===== config.mk =====
export PLATFORM = sky130hd
export DESIGN_NAME = timer_irq_dev_flat
export DESIGN_NICKNAME = d
export VERILOG_FILES = /design/src/inc/tim_irq_pkg.sv /design/src/inc/timer_irq_if.sv /design/src/rtl/arb_serial.sv /design/src/rtl/timer_irq_dev.sv /design/src/flat_wrapper.sv
export SDC_FILE = /design/constraint.sdc
export NUM_CORES = 1
export LEC_CHECK = 0
export ABC_AREA = 1
export BUFFER_PORTS_ARGS = -buffer_cell sky130_fd_sc_hd__buf_2
export CORE_MARGIN = 5
export CORE_UTILIZATION = 37
export DETAILED_ROUTE_END_ITERATION = 10
export HOLD_SLACK_MARGIN = 0.12
export SYNTH_ARGS = -nofsm -noshare
export SYNTH_HDL_FRONTEND = slang
export SYNTH_HIERARCHICAL = 1
export SYNTH_SLANG_ARGS = --single-unit
export TNS_END_PERCENT = 30

===== constraint.sdc =====
create_clock -name sys_clk_i -period 2.3 [get_ports sys_clk_i]
set_input_delay 0.23 -clock sys_clk_i [delete_from_list [all_inputs] [get_ports sys_clk_i]]
set_output_delay 0.23 -clock sys_clk_i [all_outputs]
set_load 0.03 [all_outputs]

===== src/inc/tim_irq_pkg.sv =====
// constants shared by the timer interrupt device end, its cpu end and the bench
// assumes one 10 MHz system clock and a synchronous active-low reset everywhere
// Summary of operation
// RULE_01: mask bit shares position with its flag
// RULE_02: clear flag: read it, then write zero
// RULE_03: event between read and write keeps flag
// RULE_04: eleven sources, each with own mask bit
// RULE_05: two 8-bit mask registers, byte/word, reset zero
// RULE_06: level field picks request line, zero disables
// RULE_07: cpu acknowledges above mask, loads level, drives it
// RULE_08: arbitrate only when acknowledged level matches
// RULE_09: distinct nonzero ids, bits asserted serially
// RULE_10: winner drives base nibble plus source code
// RULE_11: vector stays stable while driven
// RULE_12: fixed source codes for the eleven events
// RULE_13: lowest source number wins among pending
// RULE_14: adjust field lifts one source, code zero
// RULE_15: vector base resets zero, software loads it
// RULE_16: request holds until causing flags cleared
// RULE_17: only events set flags, flags reset zero
// RULE_18: low/high flag registers, byte or word access
// RULE_19: one merged request, code picked at acknowledge
package tim_irq_pkg;
    localparam int NUM_SRC = 11;
    localparam int ARB_W = 4;
    localparam int DATA_W = 16;
    localparam int LVL_W = 3;
    localparam int VEC_W = 8;
    // device word offsets; upper byte of a word is the "low" register, lower byte the "high"
    localparam logic [1:0] OFS_MODCFG = 2'h0;
    localparam logic [1:0] OFS_IRQCFG = 2'h1;
    localparam logic [1:0] OFS_MASK = 2'h2;
    localparam logic [1:0] OFS_FLAG = 2'h3;
    localparam int MODCFG_ARB_LSB = 0;
    localparam int IRQCFG_VBA_LSB = 0;
    localparam int IRQCFG_LVL_LSB = 4;
    localparam int IRQCFG_ADJ_LSB = 8;
    localparam logic [15:0] MODCFG_RST = 16'h0000;
    localparam logic [15:0] IRQCFG_RST = 16'h0000;
    localparam logic [15:0] MASK_RST = 16'h0000;
    localparam logic [NUM_SRC-1:0] FLAG_RST = 11'h000;
    // acknowledge counter value at which the cpu end samples the vector, seven cycles after iack rises
    localparam logic [3:0] ACK_SAMPLE = 4'h6;
    // cpu end register offsets
    localparam logic [2:0] HOFS_ADDR = 3'h0;
    localparam logic [2:0] HOFS_DATA = 3'h1;
    localparam logic [2:0] HOFS_CMD = 3'h2;
    localparam logic [2:0] HOFS_IPM = 3'h3;
    localparam logic [2:0] HOFS_VEC = 3'h4;
    localparam logic [2:0] HOFS_STAT = 3'h5;
    localparam logic [2:0] HOFS_IMASK = 3'h6;
    localparam int CMD_WR = 0;
    localparam int CMD_RD = 1;
    localparam int CMD_BE_LSB = 4;
    localparam int IPM_AUTO = 3;
    localparam int ST_BUS = 0;
    localparam int ST_ACK = 1;
    localparam int ST_SPUR = 2;
    localparam int NUM_ST = 3;
endpackage


===== src/inc/timer_irq_if.sv =====
// link between the timer interrupt device end and the cpu end on the intermodule bus
// assumes both ends run on the same clock; arbitration is a wired-or of the contenders
`timescale 1ns/100ps
interface timer_irq_if;
    logic [1:0] bus_addr;
    logic [15:0] bus_wdata;
    logic [1:0] bus_be;
    logic bus_wr;
    logic bus_rd;
    logic [15:0] bus_rdata;
    logic [7:1] irq_req;
    logic iack;
    logic [2:0] ack_level;
    logic arb_dev;
    logic arb_bus;
    logic [7:0] vec;
    logic vec_oe;
    logic [7:0] vec_bus;
    // only one contender here; further modules would be or-ed in
    assign arb_bus = arb_dev;
    assign vec_bus = vec_oe ? vec : 8'h00;
    modport dev_mp(input bus_addr, bus_wdata, bus_be, bus_wr, bus_rd, iack, ack_level, arb_bus,
        output bus_rdata, irq_req, arb_dev, vec, vec_oe);
    modport cpu_mp(output bus_addr, bus_wdata, bus_be, bus_wr, bus_rd, iack, ack_level,
        input bus_rdata, irq_req, vec_bus, vec_oe);
endinterface


===== src/rtl/arb_serial.sv =====
// bit-serial interrupt arbitration, most significant id bit first
// assumes the bus input is the wired-or of every contender's bit in the same cycle
`timescale 1ns/100ps
module arb_serial #(
    parameter int W = 4
) (
    // clock and reset
    input wire logic sys_clk_i,
    input wire logic nrst_i,
    // control
    input wire logic start_i,
    input wire logic join_i,
    input wire logic [W-1:0] id_i,
    input wire logic bus_i,
    // result
    output logic bit_o,
    output logic won_o
);
    logic [$clog2(W)-1:0] cnt_q;
    logic busy_q;
    logic contend_q;
    logic lost;

    // a zero of ours against a one on the bus means a higher id is present
    assign lost = busy_q && !bit_o && bus_i;

    always_ff @(posedge sys_clk_i) begin
        if (!nrst_i) begin
            cnt_q <= '0;
            busy_q <= 1'b0;
            contend_q <= 1'b0;
            bit_o <= 1'b0;
            won_o <= 1'b0;
        end else begin
            won_o <= 1'b0;
            if (start_i) begin
                busy_q <= 1'b1;
                contend_q <= join_i;
                cnt_q <= ($clog2(W))'(W - 1);
                bit_o <= join_i & id_i[W-1]; // RULE_09
            end else if (busy_q) begin
                if (cnt_q == '0) begin
                    busy_q <= 1'b0;
                    bit_o <= 1'b0;
                    won_o <= contend_q && !lost;
                    contend_q <= 1'b0;
                end else begin
                    cnt_q <= cnt_q - 1'b1;
                    contend_q <= contend_q && !lost;
                    bit_o <= contend_q && !lost && id_i[cnt_q-1'b1]; // RULE_09
                end
            end
        end
    end
endmodule


===== src/rtl/timer_irq_dev.sv =====
// timer interrupt logic: event flags, masks, request level, arbitration and vector
// assumes events are one-cycle pulses from timer datapaths on the same clock
`timescale 1ns/100ps
module timer_irq_dev (
    // clock and reset
    input wire logic sys_clk_i,
    input wire logic nrst_i,
    // intermodule bus side
    timer_irq_if.dev_mp link,
    // timer datapath side
    input wire logic [tim_irq_pkg::NUM_SRC-1:0] event_i,
    output logic pending_o
);
    import tim_irq_pkg::*;

    // source k+1 sits at word bit 15-k: flags low in the upper byte, high in the lower
    function automatic logic [NUM_SRC-1:0] word_to_src(input logic [15:0] w);
        logic [NUM_SRC-1:0] s;
        s = '0;
        for (int k = 0; k < NUM_SRC; k++) begin
            s[k] = w[15-k];
        end
        return s;
    endfunction

    function automatic logic [15:0] src_to_word(input logic [NUM_SRC-1:0] s);
        logic [15:0] w;
        w = '0;
        for (int k = 0; k < NUM_SRC; k++) begin
            w[15-k] = s[k];
        end
        return w;
    endfunction

    function automatic logic [3:0] pick_code(input logic [NUM_SRC-1:0] pm, input logic [3:0] adj);
        logic [3:0] c;
        c = '0;
        for (int k = NUM_SRC - 1; k >= 0; k--) begin
            if (pm[k]) begin
                c = 4'(k + 1); // RULE_12 RULE_13
            end
        end
        if (adj != 4'h0 && adj <= 4'(NUM_SRC) && pm[adj-4'h1]) begin
            c = 4'h0; // RULE_14
        end
        return c;
    endfunction

    logic [15:0] modcfg_q;
    logic [15:0] irqcfg_q;
    logic [15:0] mask_q;
    logic [NUM_SRC-1:0] flag_q;
    logic [NUM_SRC-1:0] armed_q;
    logic [15:0] rdata_q;
    logic [7:1] irq_q;
    logic iack_prev_q;
    logic [7:0] vec_q;
    logic vec_oe_q;
    logic [15:0] bmask;
    logic [NUM_SRC-1:0] src_sel;
    logic [NUM_SRC-1:0] clr;
    logic [NUM_SRC-1:0] pm;
    logic flag_wr;
    logic flag_rd;
    logic any;
    logic [2:0] lvl;
    logic [3:0] vba;
    logic [3:0] adj;
    logic start;
    logic join_arb;
    logic arb_bit;
    logic won;

    assign bmask = {{8{link.bus_be[1]}}, {8{link.bus_be[0]}}}; // RULE_05 RULE_18
    assign src_sel = word_to_src(bmask);
    assign flag_wr = link.bus_wr && link.bus_addr == OFS_FLAG;
    assign flag_rd = link.bus_rd && link.bus_addr == OFS_FLAG;
    assign lvl = irqcfg_q[IRQCFG_LVL_LSB +: LVL_W];
    assign vba = irqcfg_q[IRQCFG_VBA_LSB +: 4];
    assign adj = irqcfg_q[IRQCFG_ADJ_LSB +: 4];
    assign pm = flag_q & word_to_src(mask_q); // RULE_01 RULE_04
    assign any = |pm; // RULE_19
    // a zero only clears a flag that was read set and saw no event since
    assign clr = flag_wr ? (src_sel & ~word_to_src(link.bus_wdata) & armed_q & ~event_i)
        : '0; // RULE_02 RULE_03

    always_ff @(posedge sys_clk_i) begin
        if (!nrst_i) begin
            modcfg_q <= MODCFG_RST;
            irqcfg_q <= IRQCFG_RST; // RULE_15
            mask_q <= MASK_RST; // RULE_05
        end else if (link.bus_wr) begin
            case (link.bus_addr)
                OFS_MODCFG: modcfg_q <= (modcfg_q & ~bmask) | (link.bus_wdata & bmask);
                OFS_IRQCFG: irqcfg_q <= (irqcfg_q & ~bmask) | (link.bus_wdata & bmask);
                OFS_MASK: mask_q <= (mask_q & ~bmask) | (link.bus_wdata & bmask); // RULE_05
                default: ;
            endcase
        end
    end

    always_ff @(posedge sys_clk_i) begin
        if (!nrst_i) begin
            flag_q <= FLAG_RST; // RULE_17
            armed_q <= '0;
        end else begin
            // a bus write can only clear; events set and win over a clear
            flag_q <= (flag_q & ~clr) | event_i; // RULE_17 RULE_03
            armed_q <= (armed_q & ~event_i & ~(flag_wr ? src_sel : '0))
                | (flag_rd ? (flag_q & src_sel) : '0); // RULE_02 RULE_03
        end
    end

    always_ff @(posedge sys_clk_i) begin
        if (!nrst_i) begin
            rdata_q <= '0;
        end else if (link.bus_rd) begin
            case (link.bus_addr)
                OFS_MODCFG: rdata_q <= modcfg_q;
                OFS_IRQCFG: rdata_q <= irqcfg_q;
                OFS_MASK: rdata_q <= mask_q;
                default: rdata_q <= src_to_word(flag_q);
            endcase
        end
    end

    always_ff @(posedge sys_clk_i) begin
        if (!nrst_i) begin
            irq_q <= '0;
            pending_o <= 1'b0;
        end else begin
            pending_o <= any;
            for (int i = 1; i <= 7; i++) begin
                irq_q[i] <= any && lvl == 3'(i); // RULE_06 RULE_16
            end
        end
    end

    assign start = link.iack && !iack_prev_q;
    assign join_arb = lvl != 3'h0 && link.ack_level == lvl && any; // RULE_08

    arb_serial #(.W(ARB_W)) arb_serial_i (
        .sys_clk_i(sys_clk_i),
        .nrst_i(nrst_i),
        .start_i(start),
        .join_i(join_arb),
        .id_i(modcfg_q[MODCFG_ARB_LSB +: ARB_W]),
        .bus_i(link.arb_bus),
        .bit_o(arb_bit),
        .won_o(won)
    );

    // the vector is frozen at acknowledge start so flag traffic cannot disturb it
    always_ff @(posedge sys_clk_i) begin
        if (!nrst_i) begin
            iack_prev_q <= 1'b0;
            vec_q <= '0;
            vec_oe_q <= 1'b0;
        end else begin
            iack_prev_q <= link.iack;
            if (start) begin
                vec_q <= {vba, pick_code(pm, adj)}; // RULE_10 RULE_11 RULE_19
            end
            if (!link.iack) begin
                vec_oe_q <= 1'b0;
            end else if (won) begin
                vec_oe_q <= 1'b1; // RULE_10
            end
        end
    end

    assign link.bus_rdata = rdata_q;
    assign link.irq_req = irq_q;
    assign link.arb_dev = arb_bit;
    assign link.vec = vec_q;
    assign link.vec_oe = vec_oe_q;
endmodule


===== src/flat_wrapper.sv =====
// flat-port wrapper written by rule: the top's interface ports become plain ports
module timer_irq_dev_flat import tim_irq_pkg::*;
  (sys_clk_i, nrst_i, event_i, pending_o, link_bus_addr, link_bus_wdata, link_bus_be, link_bus_wr, link_bus_rd, link_iack, link_ack_level, link_bus_rdata, link_irq_req, link_arb_dev, link_vec, link_vec_oe);
  timer_irq_if link_i ();
  input wire logic sys_clk_i;
  input wire logic nrst_i;
  input wire logic [tim_irq_pkg::NUM_SRC-1:0] event_i;
  output logic pending_o;
  input wire logic [$bits(link_i.bus_addr)-1:0] link_bus_addr;
  input wire logic [$bits(link_i.bus_wdata)-1:0] link_bus_wdata;
  input wire logic [$bits(link_i.bus_be)-1:0] link_bus_be;
  input wire logic [$bits(link_i.bus_wr)-1:0] link_bus_wr;
  input wire logic [$bits(link_i.bus_rd)-1:0] link_bus_rd;
  input wire logic [$bits(link_i.iack)-1:0] link_iack;
  input wire logic [$bits(link_i.ack_level)-1:0] link_ack_level;
  output wire logic [$bits(link_i.bus_rdata)-1:0] link_bus_rdata;
  output wire logic [$bits(link_i.irq_req)-1:0] link_irq_req;
  output wire logic [$bits(link_i.arb_dev)-1:0] link_arb_dev;
  output wire logic [$bits(link_i.vec)-1:0] link_vec;
  output wire logic [$bits(link_i.vec_oe)-1:0] link_vec_oe;
  assign link_i.bus_addr = link_bus_addr;
  assign link_i.bus_wdata = link_bus_wdata;
  assign link_i.bus_be = link_bus_be;
  assign link_i.bus_wr = link_bus_wr;
  assign link_i.bus_rd = link_bus_rd;
  assign link_i.iack = link_iack;
  assign link_i.ack_level = link_ack_level;
  assign link_bus_rdata = link_i.bus_rdata;
  assign link_irq_req = link_i.irq_req;
  assign link_arb_dev = link_i.arb_dev;
  assign link_vec = link_i.vec;
  assign link_vec_oe = link_i.vec_oe;
  timer_irq_dev u_core (.sys_clk_i(sys_clk_i), .nrst_i(nrst_i), .link(link_i), .event_i(event_i), .pending_o(pending_o));
endmodule

; Yosys cells after proc, flatten, opt, wreduce, memory -nomap -nowiden
; Index checks and enable logic that the tools add are counted.
[totals]
reg_bits = 110
inputBits = 39
wordCells = 124
[classes]
addsub = 2
n_lt_le_gt_ge = 3
n_eq_ne = 12
n_mux = 32
n_bitwise = 26
n_reduce_logical = 33
[ops]
columns = op, n
row1 = 11-bit AND, 8
row2 = 16-bit AND, 4
row3 = 4-bit two-way mux, 12
row4 = 16-bit OR, 3
row5 = 16-bit one-hot mux with 3 select lines, 1
row6 = 11-bit NOT, 4
row7 = 11-bit two-way mux, 3
row8 = 11-bit OR, 2
row9 = 1-bit logical AND, 18
row10 = 16-bit NOT, 1
row11 = 3-bit equality test (second input constant), 4
row12 = 1-bit two-way mux, 11
row13 = 11-bit OR reduction, 1
row14 = 2-bit AND reduction, 5
row15 = 3-bit by 2-bit equality test with 1-bit output (second input constant), 2
row16 = 2-bit two-way mux, 3
row17 = 4-bit by 5-bit less-than comparator with 1-bit output (second input constant), 1
row18 = 1-bit binary-select mux with 4-bit select, 1
row19 = 2-bit equality test (second input constant), 2
row20 = 4-bit <= comparator (second input constant), 1
row21 = 2-bit zero test, 2
row22 = 4-bit nonzero test, 1
row23 = 4-bit OR reduction, 1
row24 = 4-bit by 1-bit subtractor with 4-bit output (second input constant), 1
row25 = 12 further kinds, 16

; Logic depth before layout (Yosys ltp)
[logic_depth]
word_depth = 13
ltp_mapped = 14

; Modules after synthesis
; Netlist, hierarchy kept.
[by_module_without_submodules]
columns = mod, instances, cells_each, area_each_um2, seq_area_each_um2
row1 = timer_irq_dev, 1, 584, 4389.2, 2082.0
row2 = arb_serial, 1, 49, 336.6, 120.1

; Worst setup path before layout
; OpenSTA, ideal clock, no wires.
[synth_path]
kind = reg-to-reg
startpoint = register with a tool-made name
endpoint = register u_core.vec_q[3] (netlist: u_core/link.vec[3])
t_arrival_ps = 1455
path_slack_ps = 712
stages_incl_launch_ff = 14
path_buffers = 1
path_cell_list = dfxtp_1 -> buf_6 -> inv_8 -> ha_1 -> inv_1 -> nand3_1 -> nand2_1 -> nand3_1 -> nand2_1 -> nand2_1 -> nor2_2 -> nor2_2 -> nand2_1 -> a21oi_2
[synth_rtl]
columns = element, line
row1 = end signal: assignment, timer_irq_dev.sv:162  ; vec_q <= {vba, pick_code(pm, adj)};
row2 = end: declaration, timer_irq_dev.sv:57  ; logic [7:0] vec_q;

==> impl_metrics.ini <==
[worst_setup_path]
regToRegSetupSlack_ns = 0.40
cp.required_ns = 2.53
cp_common_cell = nand2_1
cp-end-kind = register
reg2regPathDepth = 12
slowest_delay_ns = 0.55
crit_arrival_ns = 2.13
crit_chain = inv_8, ha_1, inv_1, nand3_1, nand2_1, nand3_1, nand2_1, nand2_1, nor2_2, nor2_2, nand2_1, a21oi_2
cp_max_fo = 8
critical_path_class = reg -> reg
slowest_stage = dfxtp_1
reg2reg_to = u_core/link.vec[2]
cp-start-kind = register

[clock_network]
clk_latency_ns = 0.35
cts_root_buf = clkbuf_16
tritoncts = built
cts_num_sinks = 110
clkSlewWorstSetupHoldPaths_ns = 0.07
cts_buffers = 9
htreeDepth = 3
cts_max_path_buffers = 2

[sta]
slew_headroom_pct = 54.3
max_clock_freq_mhz = 525
slew_viol_final = 0
fin_crit_ns = 1.90
whs_ns = 0.158
post-route-period-util_pct = 82.8
hold_viol = 0
skew_ns = 0.00582
fin_setup_tns_ns = 0
tightest_slew_ns = 0.685
setup_viol = 0
grt_setup_unrepaired = no

[global_route]
antenna_found_initial = 0
grtUsageTotal_pct = 17.7
grt_start_max_net_pins = 57
grt_pass1_wl_um = 20800
grt_pass1_vias = 4258
overflow = 0

[logic_synthesis]
async_flop_share_pct = 0
synth_area_leaders = dfxtp_1, a21oi_1, nand2_1
synthesis.area_um2 = 4730
syn_inst = 633
synthMuxAreaShare_pct = 0
synth_compound_area_share_pct = 23.9
ys_seq_elements = 110
ys.flop_type = dfxtp_1
synth_top_family_by_area = compound AO/OA/AOI/OAI gates
synth_edf_count = 0
yosysTopAreaCell = dfxtp_1
ys_seq_area_share_pct = 46.6
synthAdderAreaFrac_pct = 0.530
syn_avg_cell_area_um2 = 7.47
yosysUniqueCellTypes = 35
syn_nets = 674
synth_top_area_share_pct = 46.6
yosysWarnings = 6
synthSimpleGateAreaFrac_pct = 18.0
synth-xor-area-share_pct = 0.556

[hold_path]
hp-class = in -> reg
min_path_cells = 3
hold_start = event_i[9]
min_to = u_core/flag_q[9]

[layout]
stdcell_area_um2 = 5540
final_common_cell = dfxtp_1
synthToLayoutAreaGrowth_pct = 17.1
final_util_pct = 44.0
final_cell_mix = dfxtp_1, nand2_1, a21oi_1
n_antenna_cell = 0
drive_above_1_share_pct = 16.8
final_nets = 740

[drt]
dr.pass1.iters = 6
routed_wl_um = 13000
route.detailed.wl_per_inst_um = 14.8
maxUsedRoutingLayer = met4
vias_per_cell = 5.07
route.detailed.drc = 0
num_vias = 4441
drtIter0Drc = 316
ant_nets = 0
m1WireLength_um = 6130
dr_wl_met2_um = 5830
routed-wl-met3_um = 822

[place]
io_buffers = 72
dp_hpwl_um = 9170
routabilityCongestion = 0.905
postPlaceCellArea_um2 = 5220

[die]
std_cell_rows = 41
die_h_um = 123
core_um2 = 12600
start_util_pct = 37.6
io_pins = 73
die_area_um2 = 15100
dieWidth_um = 123

[power]
p_total_mw = 4.03
ir_worst_vdd_uv = 406
power.density_nw_per_um2 = 728
leakage_nw = 2.23

[job]
maxCapViolations = 0

[run_status]
status = complete, no violations
[power breakdown]
group / total (mW) / switching (mW) / internal (mW)
clock: 1.58 / 0.680 / 0.899
sequential: 2.02 / 0.0473 / 1.97
combinational: 0.428 / 0.292 / 0.137
[worst max-delay path: cells and delay by family (launching register included)]
kind,cells,cell delay [ns]
flops,1,0.55
fa+ha+maj,1,0.36
compound gates,1,0.05
simple gates,8,0.64
buf+inv,2,0.19
[what timing repair did]
| item | in CTS | in global routing |
|---|---|---|
| buffers inserted | 0 | 0 |
| hold buffers | 1 | 0 |
| hold endpoints to repair | 1 | 0 |
| resized for setup | 0 | 0 |
[synthesized netlist by cell type (3+ instances only)]
library cell    n
a211oi_1        3
a21oi_1        85
a21oi_2         4
a31oi_1        13
buf_2          10
buf_6           3
clkbuf_1        9
dfxtp_1       110
inv_1          84
inv_2           5
nand2_1       101
nand2_2         4
nand3_1        40
nor2_1         35
nor2_2          3
o211ai_1        3
o21ai_0        71
o22ai_1        16
o31ai_1        11
xor2_1          3
[how the worst max path moves through the flow]
stage,to,slack (ns),cells past startpoint
finish,u_core/link.vec[2],0.40,12
global route,u_core/link.vec[1],0.27,12
CTS,u_core/link.vec[2],0.41,12
detailed placement,u_core/link.vec[2],0.42,12
global placement,u_core/link.vec[3],0.50,12
floorplan,u_core/link.vec[3],0.71,13
[per-stage QoR]
stage                     cells  setup slack (ns)
final                       876             0.397
after global routing        876             0.274
after CTS                   876             0.405
after detailed placement    859             0.421
after global placement      859             0.501
after floorplan             633             0.712
[logic make-up (layout without fill, tap and decap cells)]
group,count (synthesis),count (layout)
compound gates,207,207
xor+xnor,3,3
fa+ha+maj,2,2
buf+inv,117,188
flops,110,110
simple gates,194,194
[final cells by class]
cell class	count	area, µm²
tap	172	215
fill	1330	7030
clock buffer	12	256
timing repair buffer	82	438
sequential	110	2200
inverter	90	345
clock inverter	4	45.0
multi-input combinational	406	2030
[metal layers]
layer | global-route usage (%) | up-vias
met5 | 0 | -
met2 | 27.5 | 130
met4 | 5.81 | 0
li1 | - | 2245
met3 | 4.07 | 16
met1 | 24.3 | 2050
(Power assumes the default switching activity.)
